`config.mk`:
```
export PLATFORM = sky130hd
export DESIGN_NAME = mcs_sequencer
export DESIGN_NICKNAME = d
export VERILOG_FILES = /design/src/verilog/mcs_pkg.sv /design/src/verilog/mcs_sequencer.sv /design/src/verilog/mcs_cycle_timer.sv
export SDC_FILE = /design/constraint.sdc
export NUM_CORES = 1
export LEC_CHECK = 0
export BUFFER_PORTS_ARGS = -buffer_cell sky130_fd_sc_hd__buf_4
export CELL_PAD_IN_SITES_DETAIL_PLACEMENT = 1
export CELL_PAD_IN_SITES_GLOBAL_PLACEMENT = 2
export CORE_MARGIN = 2
export CORE_UTILIZATION = 38
export DETAILED_ROUTE_END_ITERATION = 6
export GPL_TIMING_DRIVEN = 0
export PLACE_DENSITY_LB_ADDON = 0.1
export SLEW_MARGIN = 0
export SYNTH_ARGS = -nofsm -noshare
export SYNTH_HDL_FRONTEND = slang
export SYNTH_SLANG_ARGS = --single-unit
```
`constraint.sdc`:
```
create_clock -name i_clock -period 6.18 [get_ports i_clock]
set_input_delay 0.309 -clock i_clock [delete_from_list [all_inputs] [get_ports i_clock]]
set_output_delay 0.309 -clock i_clock [all_outputs]
set_load 0.01 [all_outputs]
```
`src/verilog/mcs_pkg.sv`:
```
package mcs_pkg;
    localparam int unsigned NUM_CHANNELS = 10;
    localparam int unsigned CLK_PERIOD_NS = 4;

    // register indices; byte address is four times the index
    localparam logic [9:0] IDX_CMD        = 10'h000;
    localparam logic [9:0] IDX_CHAN_BASE  = 10'h0e0;
    localparam logic [9:0] IDX_IRQ_STATUS = 10'h0f0;
    localparam logic [9:0] IDX_IRQ_MASK   = 10'h0f1;
    localparam logic [9:0] IDX_SEQ_STATE  = 10'h0f2;
    localparam logic [9:0] IDX_MASK_HI    = 10'h0f6;
    localparam logic [9:0] IDX_MASK_LO    = 10'h0f7;
    localparam logic [9:0] IDX_MUX_DELAY  = 10'h0ff;

    // command byte layout
    localparam int unsigned CMD_START_BIT  = 6;
    localparam logic [7:0]  CMD_SLEEP      = 8'h97;
    localparam logic [4:0]  CMD_CH_MULTI   = 5'h00;
    localparam logic [4:0]  CMD_CH_MAX     = 5'h0a;

    // interrupt status bit positions
    localparam int unsigned IRQ_SEQ_DONE   = 0;
    localparam int unsigned IRQ_OPEN_FAULT = 1;
    localparam int unsigned IRQ_CMD_REJECT = 2;
    localparam int unsigned IRQ_BITS       = 3;

    localparam logic [7:0] CMD_RESET       = 8'h00;
    localparam logic [7:0] MUX_DELAY_RESET = 8'h00;

    // timing, figures in ns, counts derived
    localparam longint TWO_CYCLE_MAX_NS   = 167_200_000;
    localparam longint THREE_CYCLE_MAX_NS = 251_000_000;
    localparam longint OC_PULSE_NS        = 8_000_000;
    localparam longint MUX_UNIT_NS        = 100_000;
    localparam longint CYCLE2_CLKS = TWO_CYCLE_MAX_NS / 2 / CLK_PERIOD_NS;
    localparam longint CYCLE3_CLKS = THREE_CYCLE_MAX_NS / 3 / CLK_PERIOD_NS;
    localparam longint CYCLE_CLKS  =
        (CYCLE2_CLKS < CYCLE3_CLKS) ? CYCLE2_CLKS : CYCLE3_CLKS;
    localparam longint OC_PULSE_CLKS  = (OC_PULSE_NS + CLK_PERIOD_NS - 1)
                                        / CLK_PERIOD_NS;
    localparam longint MUX_UNIT_CLKS  = (MUX_UNIT_NS + CLK_PERIOD_NS - 1)
                                        / CLK_PERIOD_NS;
    localparam longint STARTUP_CLKS   = 64;

    localparam logic [1:0] SENSOR_THERMOCOUPLE = 2'h0;
    localparam logic [1:0] SENSOR_RTD          = 2'h1;
    localparam logic [1:0] SENSOR_THERMISTOR   = 2'h2;
    localparam logic [1:0] SENSOR_DIODE        = 2'h3;

    typedef enum logic [4:0] {
        ST_START  = 5'b00001,
        ST_IDLE   = 5'b00010,
        ST_SETTLE = 5'b00100,
        ST_CONV   = 5'b01000,
        ST_SLEEP  = 5'b10000
    } mcs_state_t;

    typedef struct packed {
        logic [3:0] cj_channel;
        logic       three_reading;
        logic       autorange;
        logic       open_circuit_detect_select;
        logic [1:0] sensor;
        logic       assigned;
    } mcs_chan_cfg_t;

    function automatic logic mcs_needs_three(mcs_chan_cfg_t c);
        return (c.sensor == SENSOR_THERMOCOUPLE
                && c.open_circuit_detect_select)
            || (c.sensor == SENSOR_THERMISTOR && c.autorange)
            || (c.sensor == SENSOR_DIODE && c.three_reading);
    endfunction : mcs_needs_three
endpackage : mcs_pkg

```
`src/verilog/mcs_sequencer.sv`:
```
// Overview of operation
// - two cycles per result by default
// - three cycles when configuration needs extra
// - open detect off: no test current
// - open detect on: 8 ms pulse first
// - thermistor autorange: first cycle picks current
// - diode three readings three cycles, else two
// - three-cycle cold junction makes three cycles
// - channel 1 to 10 converts that channel
// - channel zero converts all masked channels
// - multi mode runs highest channel first
// - completion low until all done, skip unassigned
// - mask bytes map channels ten..one
// - settle delay byte times 100 us
// - 0x97 sleeps; chip select wakes
//
// Our own choice: the APB register port.
`timescale 1ns/1ps
module mcs_sequencer
    import mcs_pkg::*;
#(
    parameter int unsigned CYCLE_CLOCKS = 32'(CYCLE_CLKS),
    parameter int unsigned OC_CLOCKS    = 32'(OC_PULSE_CLKS),
    parameter int unsigned MUX_CLOCKS   = 32'(MUX_UNIT_CLKS)
) (
    input  wire logic        i_clock,        // 250 MHz clock
    input  wire logic        i_srst,         // sync reset, high
    input  wire logic        i_psel,         // apb select
    input  wire logic        i_penable,      // apb enable
    input  wire logic        i_pwrite,       // apb write
    input  wire logic [11:0] i_paddr,        // apb byte address
    input  wire logic [31:0] i_pwdata,       // apb write data
    output logic      [31:0] o_prdata,       // apb read data
    output logic             o_pready,       // apb ready
    output logic             o_pslverr,      // apb error
    input  wire logic        i_cs_n,         // chip select, wakes
    input  wire logic        i_open_fault,   // front end open sense
    output logic             o_done,         // completion, high idle
    output logic             o_irq,          // masked interrupt
    output logic             o_sleep,        // sleep state
    output logic             o_converting,   // conversion cycle on
    output logic      [3:0]  o_channel,      // active channel
    output logic      [1:0]  o_cycle_index,  // cycle within result
    output logic             o_oc_current,   // open test current
    output logic             o_range_test,   // first cycle of any three-cycle result
    output logic             o_result_valid  // result written pulse
);
    mcs_state_t    state, next_state;
    mcs_chan_cfg_t chan_cfg [NUM_CHANNELS];
    mcs_chan_cfg_t next_cfg [NUM_CHANNELS];
    logic [9:0]  mask, next_mask, pending, next_pending;
    logic [7:0]  mux_delay, next_mux_delay, cmd, next_cmd;
    logic [IRQ_BITS-1:0] irq_status, next_status, irq_mask, next_irqm;
    logic [1:0]  cyc_total, next_total, next_cyc;
    logic [3:0]  next_channel;
    logic [31:0] oc_cnt, next_oc_cnt;
    logic [7:0]  start_cnt, next_start_cnt;
    logic        cs_prev, fault_seen, next_fault_seen;
    logic        next_done, next_sleep, next_conv, next_oc, next_range;
    logic        next_valid, next_pready, next_pslverr;
    logic [31:0] next_prdata;
    logic        tmr_load, tmr_done, launch, launch_three;
    logic [31:0] tmr_count;
    logic [9:0]  idx;
    logic        mapped, wr, rd, cmd_wr;
    logic [7:0]  wbyte;
    mcs_chan_cfg_t cur;

    function automatic logic [3:0] top_channel(logic [9:0] v);
        logic [3:0] t;
        t = 4'h0;
        for (int i = 0; i < NUM_CHANNELS; i++) begin
            if (v[i]) t = 4'(i + 1);
        end
        return t;
    endfunction : top_channel

    function automatic logic is_three(logic [3:0] ch);
        mcs_chan_cfg_t c, j;
        logic t;
        c = chan_cfg[ch - 4'h1];
        t = mcs_needs_three(c);
        if (c.sensor == SENSOR_THERMOCOUPLE && c.cj_channel != 4'h0
            && c.cj_channel <= 4'(NUM_CHANNELS)) begin
            j = chan_cfg[c.cj_channel - 4'h1];
            t = t | mcs_needs_three(j);
        end
        return t;
    endfunction : is_three

    mcs_cycle_timer #(.W(32)) mcs_cycle_timer_i (
        .i_clock (i_clock),
        .i_srst  (i_srst),
        .i_load  (tmr_load),
        .i_count (tmr_count),
        .o_done  (tmr_done)
    );

    assign idx    = i_paddr[11:2];
    assign wr     = i_psel && i_penable && o_pready && i_pwrite && !o_pslverr;
    assign rd     = i_psel && i_penable && o_pready && !i_pwrite;
    assign wbyte  = i_pwdata[7:0];
    assign cmd_wr = wr && idx == IDX_CMD;
    assign cur    = chan_cfg[(o_channel == 4'h0) ? 4'h0 : o_channel - 4'h1];

    always_comb begin
        mapped = i_paddr[1:0] == 2'h0
            && (idx == IDX_CMD || idx == IDX_IRQ_STATUS
             || idx == IDX_IRQ_MASK || idx == IDX_SEQ_STATE
             || idx == IDX_MASK_HI || idx == IDX_MASK_LO
             || idx == IDX_MUX_DELAY
             || (idx > IDX_CHAN_BASE
                 && idx <= IDX_CHAN_BASE + 10'(NUM_CHANNELS)));
        next_prdata = 32'h0;
        case (1'b1)
            idx == IDX_CMD:        next_prdata[7:0] = cmd;
            idx == IDX_IRQ_STATUS: next_prdata[IRQ_BITS-1:0] = irq_status;
            idx == IDX_IRQ_MASK:   next_prdata[IRQ_BITS-1:0] = irq_mask;
            idx == IDX_SEQ_STATE:  next_prdata[14:0] = {pending, state};
            idx == IDX_MASK_HI:    next_prdata[1:0] = mask[9:8];
            idx == IDX_MASK_LO:    next_prdata[7:0] = mask[7:0];
            idx == IDX_MUX_DELAY:  next_prdata[7:0] = mux_delay;
            default: begin
                if (mapped && idx > IDX_CHAN_BASE) begin
                    next_prdata[9:0] = chan_cfg[4'(idx - IDX_CHAN_BASE) - 4'h1];
                end
            end
        endcase
        next_pready  = i_psel && !i_penable;
        next_pslverr = i_psel && !i_penable && !mapped;
        if (!next_pready) begin
            next_prdata = 32'h0;
        end
    end

    // register writes, status set wins over read clear
    always_comb begin
        next_mask      = mask;
        next_mux_delay = mux_delay;
        next_irqm      = irq_mask;
        next_cfg       = chan_cfg;
        next_status    = irq_status;
        // read clears only the bits it reported
        if (rd && idx == IDX_IRQ_STATUS) begin
            next_status = irq_status & ~o_prdata[IRQ_BITS-1:0];
        end
        if (wr) begin
            if (idx == IDX_MASK_HI)   next_mask[9:8] = wbyte[1:0];
            if (idx == IDX_MASK_LO)   next_mask[7:0] = wbyte;
            if (idx == IDX_MUX_DELAY) next_mux_delay = wbyte;
            if (idx == IDX_IRQ_MASK)  next_irqm = wbyte[IRQ_BITS-1:0];
            if (idx > IDX_CHAN_BASE && idx <= IDX_CHAN_BASE + 10'h00a) begin
                next_cfg[4'(idx - IDX_CHAN_BASE) - 4'h1] = i_pwdata[9:0];
            end
        end
        if (state == ST_CONV && tmr_done && fault_seen) begin
            next_status[IRQ_OPEN_FAULT] = 1'b1;
        end
        if (state == ST_CONV && tmr_done && pending == 10'h0
            && o_cycle_index == cyc_total - 2'h1) begin
            next_status[IRQ_SEQ_DONE] = 1'b1;
        end
        if (cmd_wr && wbyte != CMD_SLEEP && wbyte[CMD_START_BIT]
            && (wbyte[4:0] > CMD_CH_MAX || state != ST_IDLE)) begin
            next_status[IRQ_CMD_REJECT] = 1'b1;
        end
        if (cmd_wr && wbyte[CMD_START_BIT] && state == ST_IDLE
            && wbyte[4:0] <= CMD_CH_MAX && next_pending == 10'h0) begin
            next_status[IRQ_SEQ_DONE] = 1'b1;
        end
    end

    // sequencer
    always_comb begin
        logic [9:0] assigned_v;
        assigned_v      = '0;
        next_state      = state;
        next_pending    = pending;
        next_cmd        = cmd;
        next_total      = cyc_total;
        next_cyc        = o_cycle_index;
        next_channel    = o_channel;
        next_done       = o_done;
        next_conv       = o_converting;
        next_valid      = 1'b0;
        next_start_cnt  = start_cnt;
        next_fault_seen = fault_seen;
        next_oc_cnt     = (oc_cnt != 32'h0) ? oc_cnt - 32'h1 : 32'h0;
        tmr_load        = 1'b0;
        tmr_count       = 32'h0;
        launch          = 1'b0;
        launch_three    = 1'b0;
        for (int i = 0; i < NUM_CHANNELS; i++) begin
            assigned_v[i] = chan_cfg[i].assigned;
        end
        if (cmd_wr) next_cmd = wbyte;
        case (state)
            ST_START: begin
                next_done      = 1'b0;
                next_start_cnt = start_cnt + 8'h1;
                if (start_cnt == 8'(STARTUP_CLKS - 1)) begin
                    next_state = ST_IDLE;
                    next_done  = 1'b1;
                end
            end
            ST_IDLE: begin
                if (cmd_wr && wbyte == CMD_SLEEP) begin
                    next_state = ST_SLEEP;
                end else if (cmd_wr && wbyte[CMD_START_BIT]
                             && wbyte[4:0] <= CMD_CH_MAX) begin
                    if (wbyte[4:0] == CMD_CH_MULTI) begin
                        next_pending = mask & assigned_v;
                    end else begin
                        next_pending = (10'h1 << (wbyte[4:0] - 5'h1))
                                       & assigned_v;
                    end
                    next_done = next_pending == 10'h0;
                    if (next_done) next_cmd[CMD_START_BIT] = 1'b0;
                end else if (pending != 10'h0) begin
                    launch = 1'b1;
                end
            end
            ST_SETTLE: begin
                if (tmr_done) begin
                    next_state = ST_CONV;
                    next_conv  = 1'b1;
                    tmr_load   = 1'b1;
                    tmr_count  = CYCLE_CLOCKS;
                    if (o_cycle_index == 2'h0 && cyc_total == 2'h3
                        && cur.sensor == SENSOR_THERMOCOUPLE
                        && cur.open_circuit_detect_select) begin
                        next_oc_cnt = OC_CLOCKS;
                    end
                end
            end
            ST_CONV: begin
                if (tmr_done) begin
                    next_conv = 1'b0;
                    // open sensed after the test cycle
                    if (o_cycle_index == 2'h0 && cyc_total == 2'h3
                        && cur.sensor == SENSOR_THERMOCOUPLE
                        && cur.open_circuit_detect_select) begin
                        next_fault_seen = i_open_fault;
                    end
                    if (o_cycle_index != cyc_total - 2'h1) begin
                        next_cyc   = o_cycle_index + 2'h1;
                        next_state = ST_SETTLE;
                        tmr_load   = 1'b1;
                        tmr_count  = 32'(mux_delay * MUX_CLOCKS);
                    end else begin
                        next_valid = 1'b1;
                        if (pending != 10'h0) begin
                            launch = 1'b1;
                        end else begin
                            next_state = ST_IDLE;
                            next_done  = 1'b1;
                            next_cmd[CMD_START_BIT] = 1'b0;
                        end
                    end
                end
            end
            ST_SLEEP: begin
                if (cs_prev && !i_cs_n) begin
                    next_state     = ST_START;
                    next_start_cnt = 8'h0;
                    next_done      = 1'b0;
                end
            end
            default: next_state = ST_START;
        endcase
        if (launch) begin
            next_channel = top_channel(pending);
            next_pending = pending & ~(10'h1 << (next_channel - 4'h1));
            launch_three = is_three(next_channel);
            next_total   = launch_three ? 2'h3 : 2'h2;
            next_cyc     = 2'h0;
            next_fault_seen = 1'b0;
            next_state   = ST_SETTLE;
            tmr_load     = 1'b1;
            tmr_count    = 32'(mux_delay * MUX_CLOCKS);
        end
        next_sleep = next_state == ST_SLEEP;
        // current only when selected, 8 ms
        next_oc    = next_oc_cnt != 32'h0;
        // first of three cycles is the test cycle
        next_range = next_conv && next_cyc == 2'h0 && next_total == 2'h3;
    end

    always_ff @(posedge i_clock) begin
        if (i_srst) begin
            state          <= ST_START;
            chan_cfg       <= '{default: '0};
            mask           <= 10'h0;
            mux_delay      <= MUX_DELAY_RESET;
            cmd            <= CMD_RESET;
            irq_status     <= '0;
            irq_mask       <= '0;
            pending        <= 10'h0;
            cyc_total      <= 2'h2;
            oc_cnt         <= 32'h0;
            start_cnt      <= 8'h0;
            cs_prev        <= 1'b1;
            fault_seen     <= 1'b0;
            o_prdata       <= 32'h0;
            o_pready       <= 1'b0;
            o_pslverr      <= 1'b0;
            o_done         <= 1'b0;
            o_irq          <= 1'b0;
            o_sleep        <= 1'b0;
            o_converting   <= 1'b0;
            o_channel      <= 4'h0;
            o_cycle_index  <= 2'h0;
            o_oc_current   <= 1'b0;
            o_range_test   <= 1'b0;
            o_result_valid <= 1'b0;
        end else begin
            state          <= next_state;
            chan_cfg       <= next_cfg;
            mask           <= next_mask;
            mux_delay      <= next_mux_delay;
            cmd            <= next_cmd;
            irq_status     <= next_status;
            irq_mask       <= next_irqm;
            pending        <= next_pending;
            cyc_total      <= next_total;
            oc_cnt         <= next_oc_cnt;
            start_cnt      <= next_start_cnt;
            cs_prev        <= i_cs_n;
            fault_seen     <= next_fault_seen;
            o_prdata       <= next_prdata;
            o_pready       <= next_pready;
            o_pslverr      <= next_pslverr;
            o_done         <= next_done;
            o_irq          <= |(next_status & next_irqm);
            o_sleep        <= next_sleep;
            o_converting   <= next_conv;
            o_channel      <= next_channel;
            o_cycle_index  <= next_cyc;
            o_oc_current   <= next_oc;
            o_range_test   <= next_range;
            o_result_valid <= next_valid;
        end
    end

    property p_done_low;
        @(posedge i_clock) disable iff (i_srst)
        (state == ST_SETTLE || state == ST_CONV) |-> !o_done;
    endproperty
    a_done_low: assert property (p_done_low)
        else $error("completion high during conversion");

    property p_two_cycles;
        @(posedge i_clock) disable iff (i_srst)
        launch && !launch_three |=> cyc_total == 2'h2 && o_cycle_index == 0;
    endproperty
    a_two_cycles: assert property (p_two_cycles)
        else $error("two-cycle result not set up");

    property p_three_cycles;
        @(posedge i_clock) disable iff (i_srst)
        launch && launch_three |=> cyc_total == 2'h3;
    endproperty
    a_three_cycles: assert property (p_three_cycles)
        else $error("three-cycle result not set up");

    property p_oc_only_selected;
        @(posedge i_clock) disable iff (i_srst)
        o_oc_current |-> cur.open_circuit_detect_select
            && cur.sensor == SENSOR_THERMOCOUPLE && o_cycle_index == 2'h0;
    endproperty
    a_oc_only_selected: assert property (p_oc_only_selected)
        else $error("test current outside open detect cycle");

    property p_oc_pulse;
        @(posedge i_clock) disable iff (i_srst)
        $rose(o_oc_current) |-> o_converting && o_oc_current[*8];
    endproperty
    a_oc_pulse: assert property (p_oc_pulse)
        else $error("open detect pulse too short");

    property p_reject;
        @(posedge i_clock) disable iff (i_srst)
        cmd_wr && wbyte[CMD_START_BIT] && wbyte[4:0] > CMD_CH_MAX
            && wbyte != CMD_SLEEP |=> $stable(pending)
            && irq_status[IRQ_CMD_REJECT] && !launch;
    endproperty
    a_reject: assert property (p_reject)
        else $error("bad channel command not refused");

    property p_order;
        @(posedge i_clock) disable iff (i_srst)
        launch |=> (pending >> o_channel) == 10'h0 && o_channel != 4'h0;
    endproperty
    a_order: assert property (p_order)
        else $error("lower channel launched before higher");

    property p_sleep;
        @(posedge i_clock) disable iff (i_srst)
        cmd_wr && wbyte == CMD_SLEEP && state == ST_IDLE |=> o_sleep;
    endproperty
    a_sleep: assert property (p_sleep)
        else $error("sleep command did not sleep");

    property p_mask_read;
        @(posedge i_clock) disable iff (i_srst)
        i_psel && !i_penable && idx == IDX_MASK_HI && i_paddr[1:0] == 0
            |=> o_prdata == {30'h0, $past(mask[9:8])};
    endproperty
    a_mask_read: assert property (p_mask_read)
        else $error("mask high byte read wrong");

    property p_irq;
        @(posedge i_clock) disable iff (i_srst)
        ##1 o_irq == |(irq_status & irq_mask);
    endproperty
    a_irq: assert property (p_irq)
        else $error("interrupt output disagrees with status");
endmodule : mcs_sequencer

```
`src/verilog/mcs_cycle_timer.sv`:
```
`timescale 1ns/1ps
module mcs_cycle_timer #(
    parameter int unsigned W = 32
) (
    input  wire logic         i_clock,   // system clock
    input  wire logic         i_srst,    // sync reset
    input  wire logic         i_load,    // start a new interval
    input  wire logic [W-1:0] i_count,   // interval in clocks
    output logic              o_done     // pulse at interval end
);
    logic [W-1:0] cnt;
    logic         busy;
    logic [W-1:0] next_cnt;
    logic         next_busy;
    logic         next_done;

    always_comb begin
        next_cnt  = cnt;
        next_busy = busy;
        next_done = 1'b0;
        if (i_load) begin
            next_cnt  = (i_count == '0) ? W'(1) : i_count;
            next_busy = 1'b1;
        end else if (busy) begin
            next_cnt = cnt - W'(1);
            if (cnt == W'(1)) begin
                next_busy = 1'b0;
                next_done = 1'b1;
            end
        end
    end

    always_ff @(posedge i_clock) begin
        if (i_srst) begin
            cnt    <= '0;
            busy   <= 1'b0;
            o_done <= 1'b0;
        end else begin
            cnt    <= next_cnt;
            busy   <= next_busy;
            o_done <= next_done;
        end
    end
endmodule : mcs_cycle_timer

```
### Word level (Yosys, flattened, before mapping)

Cells that the tools add are included.

* register bits: 272
* input port bits: 51
* output and inout bits: 47
* word-level logic and storage cells: 389

* $add $sub $neg: 11
* $mul: 1
* $lt $le $gt $ge: 10
* equal/unequal tests: 31
* shift operators: 2
* multiplexer cells: 134
* bitwise gates (word level): 17
* reduce and logical (&&, ||, !) cells: 91

Operators by type and width (number)
* 32-bit two-way mux: 8
* 10-bit binary-select mux with 4-bit select: 4
* 10-bit two-way mux: 14
* 100-bit bitwise mux: 1
* 5-bit two-way mux: 15
* 32-bit nonzero test: 2
* 32-bit by 1-bit subtractor with 32-bit output (second input constant): 2
* 10-bit by 8-bit == test with 1-bit output (second input constant): 6
* 4-bit two-way mux: 13
* 25-bit one-hot mux with 2 select lines: 1
* 23-bit two-way mux: 2
* 1-bit two-way mux: 44
* 10-bit demux with 4-bit select: 1
* 1-bit logical AND: 40
* 10-bit logical NOT: 4
* 32-bit by 1-bit == test with 1-bit output (second input constant): 1
* 32-bit logical NOT: 1
* 2-bit two-way mux: 16
* 10-bit AND: 3
* 25-bit two-way mux: 1
* 5-bit one-hot mux with 5 select lines: 1
* 5-bit >= comparator (second input constant): 4
* 8-bit by 12-bit multiplier with 20-bit output (second input constant): 1
* 4-bit NOT with 5-bit output: 4
* other kinds (54): 108

### Longest topological paths before layout

Gate-level depths: netlist of the first run.

* depth in word-level cells: 32
* mapped depth: 20
* depth with buffers taken out: 17

### Hierarchy

From an unflattened synthesis of the first run, not the netlist that was laid out.

* cell total of the unflattened synthesis: 2046
* area, all modules: 16457.0 um2

By module, submodules not included
* mcs_sequencer: times used 1, cells an instance 1782, area an instance 14216.1 um2, sequential area each 4424.2 um2
* mcs_cycle_timer: times used 1, cells an instance 264, area an instance 2240.9 um2, sequential area each 680.7 um2

### Worst setup path before layout of the first run

Ideal clock, no wire load.

* path type: reg-to-reg
* start point: register pending[2]
* end point: register cyc_total[0]
* setup time: 0.131 ns
* arrival time: 4.550 ns
* required time: 6.049 ns
* setup slack: 1.499 ns
* cell stages (with the launch flop): 21
* buffers on the path: 4
* period minus slack after synthesis: 4.681 ns
* cell sequence: dfxtp_1 clkbuf_1 o311a_1 o21ai_4 inv_4 buf_4 buf_4 ha_1 or2_2 nand2b_1 or2_2 and2_1 buf_4 ha_1 nand2b_1 or4_1 o2111a_1 o211ai_1 o211ai_1 a221oi_2 nor4_2

* longest elaborated chain between the ends: 28
* elaborated cells on any way between the ends: 51
* classes of those cells: 2 x add/sub; 1 x order compare; 4 x eq/ne; 25 x mux; 3 x bitwise; 16 x reduce/logical

Ends and longest elaborated chain
* start, declared: RTL line mcs_sequencer.sv:51 `logic [9:0] mask, next_mask, pending, next_pending;`
* start signal, assigned: RTL line mcs_sequencer.sv:324 `pending <= next_pending;`
* 4-bit two-way mux (8 in a row): RTL line mcs_sequencer.sv:73 `if (v[i]) t = 4'(i + 1);`
* 4-bit two-way mux: RTL line mcs_sequencer.sv:271 `if (launch) begin`
* 4-bit by 1-bit subtractor with 4-bit output: RTL line mcs_sequencer.sv:81 `c = chan_cfg[ch - 4'h1];`
* 4-bit NOT with 5-bit output (not written as such): RTL line mcs_sequencer.sv:81
* 10-bit binary-select mux with 4-bit select: RTL line mcs_sequencer.sv:81
* 10-bit two-way mux (not written as such) (2 in a row): RTL line mcs_sequencer.sv:81
* 4-bit by 1-bit subtractor with 4-bit output: RTL line mcs_sequencer.sv:85 `j = chan_cfg[c.cj_channel - 4'h1];`
* 4-bit NOT with 5-bit output (not written as such): RTL line mcs_sequencer.sv:85
* (+4 left out)
* 1-bit logical AND, on equally long branches: RTL line mcs_pkg.sv:70, mcs_pkg.sv:69
* 1-bit logical OR: RTL line mcs_pkg.sv:70 `|| (c.sensor == SENSOR_THERMISTOR && c.autorange)`
* 1-bit logical OR: RTL line mcs_pkg.sv:71 `|| (c.sensor == SENSOR_DIODE && c.three_reading);`
* 1-bit bitwise OR: RTL line mcs_sequencer.sv:86 `t = t | mcs_needs_three(j);`
* 1-bit two-way mux: RTL line mcs_sequencer.sv:83 `if (c.sensor == SENSOR_THERMOCOUPLE && c.cj_channel != 4'h0`
* 1-bit two-way mux: RTL line mcs_sequencer.sv:271
* 1-bit two-way mux: RTL line mcs_sequencer.sv:275 `next_total = launch_three ? 2'h3 : 2'h2;`
* 2-bit two-way mux (*): RTL line mcs_sequencer.sv:271
* end signal, assigned: RTL line mcs_sequencer.sv:325 `cyc_total <= next_total;`
* end, declared: RTL line mcs_sequencer.sv:54 `logic [1:0] cyc_total, next_total, next_cyc;`

Every way passes the cells marked *; elsewhere a longest branch is shown, timed or not. The select of a mux whose other input is x is not followed.
A chain may end at the register's enable or synchronous reset.

### Worst setup path after layout of the first run

* start point: register pending[2]
* end point: register o_range_test

* longest elaborated chain between the ends: 30
* elaborated cells on any way between the ends: 56
* classes of those cells: 2 x add/sub; 1 x order compare; 5 x eq/ne; 26 x mux; 3 x bitwise; 19 x reduce/logical

Ends and longest elaborated chain
* 4-bit two-way mux (8 in a row): RTL line mcs_sequencer.sv:73
* 4-bit two-way mux: RTL line mcs_sequencer.sv:271
* 4-bit by 1-bit subtractor with 4-bit output: RTL line mcs_sequencer.sv:81
* 4-bit NOT with 5-bit output (not written as such): RTL line mcs_sequencer.sv:81
* 10-bit binary-select mux with 4-bit select: RTL line mcs_sequencer.sv:81
* 10-bit two-way mux (not written as such) (2 in a row): RTL line mcs_sequencer.sv:81
* 4-bit by 1-bit subtractor with 4-bit output: RTL line mcs_sequencer.sv:85
* 4-bit NOT with 5-bit output (not written as such): RTL line mcs_sequencer.sv:85
* (+6 left out)
* 1-bit logical OR: RTL line mcs_pkg.sv:71
* 1-bit bitwise OR: RTL line mcs_sequencer.sv:86
* 1-bit two-way mux: RTL line mcs_sequencer.sv:83
* 1-bit two-way mux: RTL line mcs_sequencer.sv:271
* 1-bit two-way mux: RTL line mcs_sequencer.sv:275
* 2-bit two-way mux: RTL line mcs_sequencer.sv:271
* 2-bit == test: RTL line mcs_sequencer.sv:286 `next_range = next_conv && next_cyc == 2'h0 && next_total == 2'h3;`
* 1-bit logical AND (*): RTL line mcs_sequencer.sv:286
* end signal, assigned: RTL line mcs_sequencer.sv:340 `o_range_test <= next_range;`
* end, declared: RTL line mcs_sequencer.sv:45 `output logic o_range_test,`

Marks and branches as above.

==> results of run 1 <==
==> cells in the mapped netlist (5+ instances only) <==
library cell / count / share of area
clkbuf_1: 77 / 0.019
and3_1: 14 / 0.0056
mux2i_1: 102 / 0.065
nand2_1: 251 / 0.060
buf_2: 8 / 0.0026
buf_4: 21 / 0.010
nor2_1: 224 / 0.054
mux2_2: 13 / 0.0094
nand2b_1: 12 / 0.0048
buf_1: 6 / 0.0014
o31ai_1: 5 / 0.0024
or3_1: 25 / 0.010
o211ai_1: 15 / 0.0072
fa_1: 12 / 0.015
nor2b_1: 12 / 0.0048
a311oi_1: 10 / 0.0056
nor3b_1: 16 / 0.0077
mux4_2: 38 / 0.055
or4_1: 12 / 0.0058
a31oi_1: 14 / 0.0056
xor2_1: 34 / 0.019
nand3_1: 39 / 0.013
a22o_1: 8 / 0.0045
inv_1: 52 / 0.013
xnor2_1: 45 / 0.025
dfxtp_1: 255 / 0.33
o2111ai_1: 5 / 0.0028
nor4b_1: 5 / 0.0028
a22oi_1: 9 / 0.0043
a21oi_1: 168 / 0.054
a211oi_1: 14 / 0.0067
o21ai_0: 39 / 0.013
a21o_1: 5 / 0.0024
o22ai_1: 8 / 0.0032
or2_2: 11 / 0.0044
nor4_1: 25 / 0.010
nor3_1: 62 / 0.020
o21a_1: 8 / 0.0039
and2_1: 16 / 0.0064
ha_1: 71 / 0.057
nand4_1: 18 / 0.0072
o21bai_1: 8 / 0.0039
==> final cells by class <==
class | count | area share
buffer | 114 | 0.02984
clock buffer | 53 | 0.05843
clock inverter | 7 | 0.003783
inverter | 53 | 0.01128
multi-input combinational | 1458 | 0.5503
sequential | 255 | 0.2858
tap | 532 | 0.03727
timing repair buffer | 55 | 0.02326
==> repair_timing <==
action | CTS | global route
hold buffers | 1 | 0
setup buffers | 0 | 0
hold endpoints to repair | 1 | 0
setup endpoints to repair | 0 | 2
resized for setup | 0 | 2
==> per-stage QoR <==
stage	hold WS (ns)	power [mW]	setup WS (ns)	utilization
floorplan	0.3895	2.411	1.499	-
global placement	0.4448	2.609	0.2022	0.4112
detailed placement	0.4518	2.630	0.07135	0.4117
CTS	0.07148	4.643	0.2157	0.4392
global route	0.09301	4.789	0.1697	0.4394
finish	0.08795	4.590	0.4786	0.4394
==> final timing paths <==
path	from	end	cells after the start
setup reg to reg	pending[2]	o_range_test	19
hold / removal	i_pwdata[5]	chan_cfg[15]	3
hold reg to reg	cmd[3]	cmd[3]	2
setup / recovery	pending[2]	o_range_test	19
==> worst max-delay path: stages (launching register included) <==
cell and delay (ns):
dfxtp_1 0.30, clkbuf_1 0.22, o311a_1 0.50, o21ai_4 0.33, inv_4 0.17, buf_4 0.24, buf_4 0.24, ha_1 0.31
clkbuf_2 0.36, clkbuf_1 0.54, a32o_1 0.40, inv_1 0.07, ha_1 0.27, clkbuf_1 0.42, a311oi_1 0.10, a21oi_1 0.33
nand3_1 0.13, o211ai_1 0.14, a221oi_2 0.13, nor4_2 0.37
==> power breakdown <==
| part | leakage [nW] | switching (mW) | internal (mW) |
|---|---|---|---|
| logic | 4.59 | 0.466 | 0.308 |
| clock network | 0.551 | 0.791 | 1.20 |
| registers | 2.06 | 0.0940 | 1.73 |
==> state kept, by name, indices dropped and copies added (netlist names), 2 cells and up <==
register               flops
chan_cfg                 100
mcs_cycle_timer_i.cnt     32
oc_cnt                    32
o_prdata                  15
mask                      10
pending                   10
cmd                        8
mux_delay                  8
start_cnt                  8
state                      5
o_channel                  4
irq_mask                   3
irq_status                 3
cyc_total                  2
o_cycle_index              2
==> logic make-up after synthesis <==
logic type / share of synthesized area
compound gates: 0.1474
xor+xnor: 0.04439
fa+ha+maj: 0.07240
buf+inv: 0.04703
flops: 0.3275
mux: 0.1298
other cells: 0.0002406
simple gates: 0.2312
==> layer usage <==
metal | vias up | wire length, microns | GRT usage
met4 | 0 | 1839 | 0.09362
li1 | 6857 | - | -
met5 | - | 0 | 0
met1 | 7299 | 27400 | 0.3819
met2 | 376 | 26410 | 0.4396
met3 | 93 | 3062 | 0.03846
==> flow_summary.rst, run 1 <==
.. list-table::
   :header-rows: 1

   * - Metric
     - Value
   * - Count of pins over their slew limit
     - 0
   * - Worst reg-to-reg setup slack
     - 0.48 ns
   * - Average via count per standard cell
     - 5.787
   * - Number of enable flip-flop cells after synthesis
     - 0
   * - Proportion of synthesized chip area in sequential cells
     - 0.3275
   * - Final number of hold-violating endpoints
     - 0
   * - Footprint of the multi-input gates
     - 9828 sq um
   * - Initial antenna violation count
     - 0
   * - First-pass GRT wire length
     - 88.29 mm
   * - Routability cong.
     - 0.9346
   * - Vertical die dimension
     - 206.5 microns
   * - Total overflow reported by the global router
     - 0
   * - Transition at the pin with the smallest max-transition slack
     - 1.478 ns
   * - Most used cells in the layout excluding fill and tap cells
     - dfxtp_1, nand2_1, nor2_1
   * - Required time worst endpoint
     - 6.63 ns
   * - Average wire per standard cell
     - 23.23 microns
   * - All-layer global routing usage
     - 0.2755
   * - Ant. Diodes
     - 0
   * - Worst Setup Start Kind
     - flip-flop
   * - I/O pin cnt
     - 98
   * - Areal power density over the cells
     - 257.0 nW/um^2
   * - Largest net degree at the start of global routing
     - 12
   * - Overall die area
     - 42660 sq um
   * - VDD IR max
     - 0.1483 mV
   * - Row count
     - 74
   * - Async set-reset flop share out of synthesis
     - 0
   * - Drc violations
     - 0
   * - Drt pass-1 iters
     - 5
   * - Worst rel slew slack
     - 0.01286
   * - Number of warnings printed during yosys synthesis
     - 0
   * - WP data arrival
     - 6.15 ns
   * - Maximum capacitance violations
     - 0
   * - Sinks on Clock Net
     - 255
   * - Core Footprint
     - 40650 sq um
   * - Syn_area_per_cell
     - 8.363 sq um
   * - Area used by sequential logic in the layout
     - 5105 sq um
   * - RSZ-0062 raised after global routing
     - no
   * - Static power due to leakage
     - 7.202 nW
   * - Netlist area before placement
     - 15590 sq um
   * - Achievable frequency
     - 175.4 MHz
   * - Clock input transition at the sequential cells of the worst setup and hold paths
     - 0.06 ns
   * - Classification of the worst setup path
     - flip-flop to flip-flop
   * - Nets
     - 2105
   * - Status
     - completed
   * - Post-route non-filler standard cell count
     - 2527
   * - Cells after Synth
     - 1864
   * - Layout overhead on the synthesized area
     - 14.57%
   * - Die Wd
     - 206.5 microns
   * - Via count of the first global-routing pass
     - 14650
   * - Min-delay worst type
     - primary input to flip-flop
   * - Half-perimeter wire length after detailed placement
     - 45.21 mm
   * - Worst clock skew
     - 0.01781 ns
   * - Clock H-tree levels
     - 2
   * - Commonest register cell after synthesis
     - dfxtp_1
   * - Most common cell after layout, fill and taps aside
     - dfxtp_1
   * - Share of cells above drive strength 1
     - 0.1138
   * - Effective utilization at floorplan
     - 0.3835
   * - CTS max path bufs
     - 3
   * - Total placed cells including tap cells
     - 2466
   * - IO Port Bufs
     - 53
   * - TritonCTS clock tree
     - built
   * - Period utilization
     - 0.9226
   * - Clock buffer count from CTS
     - 34
   * - Kind of end point of the critical path
     - flip-flop
   * - Clock period minus final worst setup slack
     - 5.701 ns
   * - Detailed-route wire length
     - 58.71 mm
   * - Number of register bits inferred by synthesis
     - 255
   * - Total via count in the routed design
     - 14630
   * - Clock Tree Root
     - clkbuf_16
   * - Count of unique library cells instantiated by Yosys
     - 82
   * - Drt first-iter violations
     - 830
   * - Final non-filler cell area
     - 17860 sq um
   * - Clock insertion delay at the later pin of the skew report
     - 0.55 ns
   * - Setup TNS Final
     - 0 ns
   * - Fillcell total
     - 4944
   * - Maximum net fanout on the critical path
     - 11
   * - Post-route antenna net violation count
     - 0
   * - Placed Instance Area
     - 16730 sq um
   * - Setup violation total in the final timing report
     - 0
No activity file was read; power rests on OpenSTA's default activity.
==> inputs of run 2 (changes only) <==
- CAP_MARGIN: unset -> 40
- SYNTH_HIERARCHICAL: unset -> 1
==> flow_summary.rst, run 2 <==
.. list-table::
   :header-rows: 1

   * - Metric
     - Value
   * - Final number of hold-violating endpoints
     - 0 (unchanged)
   * - Status
     - completed
   * - RSZ-0062 raised after global routing
     - no
   * - Fraction of synthesized cell area taken by the top area cell type
     - 0.3102 (-0.01728)
   * - Placed Instance Area
     - 17880 sq um (+6.8%)
   * - Netlist area before placement
     - 16460 sq um (+5.6%)
   * - Cell with the most instances after synthesis
     - nand2_1
   * - Cells traversed along the worst timing path
     - clkbuf_1 -> nor4_1 -> clkdlybuf4s18_2 -> nand2_1 -> a21oi_2 -> buf_2 -> mux2i_1 -> mux2i_1 -> mux2_2 -> a21oi_1 -> ha_4 -> and2_1 -> buf_1 -> a22oi_1 -> nand3_1 -> mux2i_2 -> a211oi_1 -> o2111ai_2 -> a21oi_1
   * - Average wire per standard cell
     - 23.38 microns (+0.62%)
   * - Worst Setup Start Kind
     - flip-flop
   * - Core Footprint
     - 42890 sq um (+5.5%)
   * - Overall die area
     - 44990 sq um (+5.5%)
   * - Worst clock skew
     - 0.02615 ns (+0.008331 ns)
   * - Ant. Diodes
     - 0 (unchanged)
   * - Routability cong.
     - 0.9683 (+3.6%)
   * - Clock H-tree levels
     - 2 (unchanged)
   * - Die Wd
     - 212.1 microns (+2.7%)
   * - Async set-reset flop share out of synthesis
     - 0 (unchanged)
   * - Reg with most FFs
     - chan_cfg
   * - Classification of the worst setup path
     - flip-flop to flip-flop
   * - Setup TNS Final
     - 0 ns (unchanged)
   * - Static power due to leakage
     - 7.317 nW (+1.6%)
   * - Transition at the pin with the smallest max-transition slack
     - 0.9444 ns (-0.5331 ns)
   * - Number of enable flip-flop cells after synthesis
     - 0 (unchanged)
   * - Largest net degree at the start of global routing
     - 20 (+8)
   * - VDD IR max
     - 0.1985 mV (+34%)
   * - Cells after Synth
     - 2046 (+9.8%)
   * - Commonest register cell after synthesis
     - dfxtp_1
   * - First-pass GRT wire length
     - 99.48 mm (+13%)
   * - Bufs and invs on worst path
     - 4 (-4)
   * - Drc violations
     - 0 (unchanged)
   * - Clock period minus final worst setup slack
     - 5.941 ns (+0.2396 ns)
   * - Clock insertion delay at the later pin of the skew report
     - 0.56 ns (about the same)
   * - IO Port Bufs
     - 52 (-1.9%)
   * - Effective utilization at floorplan
     - 0.3837 (about the same)
   * - Peak per-stage delay on the critical path
     - 0.66 ns (+0.12 ns)
   * - Drt pass-1 iters
     - 5 (unchanged)
   * - Period utilization
     - 0.9613 (+0.03876)
   * - Vertical die dimension
     - 212.1 microns (+2.7%)
   * - Worst Setup Slack post-DPL
     - -1.200 ns (-1.271 ns)
   * - CTS max path bufs
     - 3 (unchanged)
   * - Clock buffer count from CTS
     - 34 (unchanged)
   * - Post-route antenna net violation count
     - 0 (unchanged)
   * - Maximum capacitance violations
     - 0 (unchanged)
   * - Worst rel slew slack
     - 0.3704 (+0.3575)
   * - Nets
     - 2321 (+10%)
   * - Maximum net fanout on the critical path
     - 10 (-1)
   * - TritonCTS clock tree
     - built
   * - Number of register bits inferred by synthesis
     - 255 (unchanged)
   * - Required time worst endpoint
     - 6.63 ns (about the same)
   * - Minimum hold slack
     - 0.07856 ns (-0.009392 ns)
   * - Count of pins over their slew limit
     - 0 (unchanged)
   * - Final non-filler cell area
     - 19150 sq um (+7.2%)
   * - Cell taking the most area after synthesis
     - dfxtp_1
   * - Areal power density over the cells
     - 257.5 nW/um^2 (+0.20%)
   * - Largest registers in the final layout
     - chan_cfg (100), mcs_cycle_timer_i/cnt (32), oc_cnt (32)
   * - Total overflow reported by the global router
     - 0 (unchanged)
   * - Detailed-route wire length
     - 65.44 mm (+11%)
   * - All-layer global routing usage
     - 0.2919 (+0.01643)
   * - Share of cells above drive strength 1
     - 0.1215 (+0.007715)
   * - Number of flip-flops in the largest register
     - 100 (unchanged)
   * - Top post-synthesis cells by count
     - nand2_1, dfxtp_1, nor2_1, a21oi_1, clkbuf_1
   * - Syn_area_per_cell
     - 8.044 sq um (-3.8%)
   * - Setup violation total in the final timing report
     - 0 (unchanged)
   * - Most used cells in the layout excluding fill and tap cells
     - nand2_1, dfxtp_1, nor2_1
   * - Sinks on Clock Net
     - 255 (unchanged)
   * - Row count
     - 76 (+2.7%)
   * - Setup WS post-layout
     - 0.2390 ns (-0.2396 ns)
   * - Top cell family by delay on the critical path
     - compound AO/OA/AOI/OAI gates
   * - Layout overhead on the synthesized area
     - 16.34%
   * - Via count of the first global-routing pass
     - 16010 (+9.3%)
   * - Total via count in the routed design
     - 16180 (+11%)
   * - I/O pin cnt
     - 98 (unchanged)
   * - Clock Tree Root
     - clkbuf_16
   * - WP data arrival
     - 6.39 ns (+0.24 ns)
   * - Most common cell after layout, fill and taps aside
     - nand2_1
   * - Initial antenna violation count
     - 0 (unchanged)
   * - Count of unique library cells instantiated by Yosys
     - 92 (+12%)
   * - Master of the slowest instance on the critical path
     - a21oi_2
   * - Proportion of synthesized chip area in sequential cells
     - 0.3102 (-0.01728)
   * - Largest cells by area after synthesis
     - dfxtp_1, nand2_1, a21oi_1
   * - Count of buffers added by post-CTS timing repair for setup
     - 0 (unchanged)
   * - Overall power
     - 4.931 mW (+7.4%)
   * - Min-delay worst type
     - primary input to flip-flop
   * - Kind of end point of the critical path
     - flip-flop
   * - Achievable frequency
     - 168.3 MHz (-4.0%)
   * - Average via count per standard cell
     - 5.780 (-0.12%)
   * - Clock input transition at the sequential cells of the worst setup and hold paths
     - 0.06 ns (about the same)
   * - Number of warnings printed during yosys synthesis
     - 6 (+6)
   * - Drt first-iter violations
     - 1320 (+59%)
   * - Half-perimeter wire length after detailed placement
     - 50.27 mm (+11%)
run 2: path summary, 6_finish.rpt:
kind / from / end / slack [ns] / cells after the start
worst max-delay path: pending[4] / o_range_test / 0.24 / 19
worst max register to register: pending[4] / o_range_test / 0.24 / 19
worst min register to register: cmd[4] / o_prdata[4] / 0.46 / 2
worst min-delay path: i_pwdata[7] / chan_cfg[7] / 0.08 / 3
run 2: what timing repair did:
action | in CTS | in global routing
hold endpoints to repair | 1 | 0
endpoints found under the setup margin | 3 | 5
hold buffers | 1 | 0
gates resized for setup | 7 | 15
run 2: where the power goes:
part / switching (mW) / internal [mW]
logic: 0.563 / 0.378
clock network: 0.825 / 1.35
registers: 0.0932 / 1.72
total: 1.48 / 3.45
run 2: metal layers:
layer,global-route usage,wire (microns)
met1,0.4113,30840
met2,0.4527,28580
met3,0.04298,3799
met4,0.1044,2218
met5,0,0
run 2: metrics by stage:
step | cells | util
floorplan | 2084 | -
global placement | 2721 | 0.4132
detailed placement | 2740 | 0.4168
CTS | 2799 | 0.4457
global route | 2799 | 0.4464
finish | 2799 | 0.4464
run 2: tightest hold or removal path, cell delays in order:
cell,delay (ns)
buf_4,0.16
nand2_1,0.06
a21oi_1,0.05
run 2: layout make-up:
class                           instances  area, sq um
Buffer                                141        711.9
Clock buffer                           38        897.1
Clock inverter                         22        320.3
Fill cell                            5233        23740
Inverter                               79        299.0
Multi-Input combinational cell       1607        10520
Sequential cell                       255         5107
Tap cell                              585        732.0
Timing Repair Buffer                   72        554.3
run 2: cells by family (layout without fill, tap and decap cells):
group | after synthesis | after routing | synth area share
compound gates | 437 | 437 | 0.1688
xor+xnor | 55 | 55 | 0.02927
fa+ha+maj | 80 | 80 | 0.06630
other cells | 1 | 39 | 0.0002279
flops | 255 | 255 | 0.3102
mux | 136 | 136 | 0.1121
simple gates | 860 | 860 | 0.2520
buf+inv | 222 | 352 | 0.06113
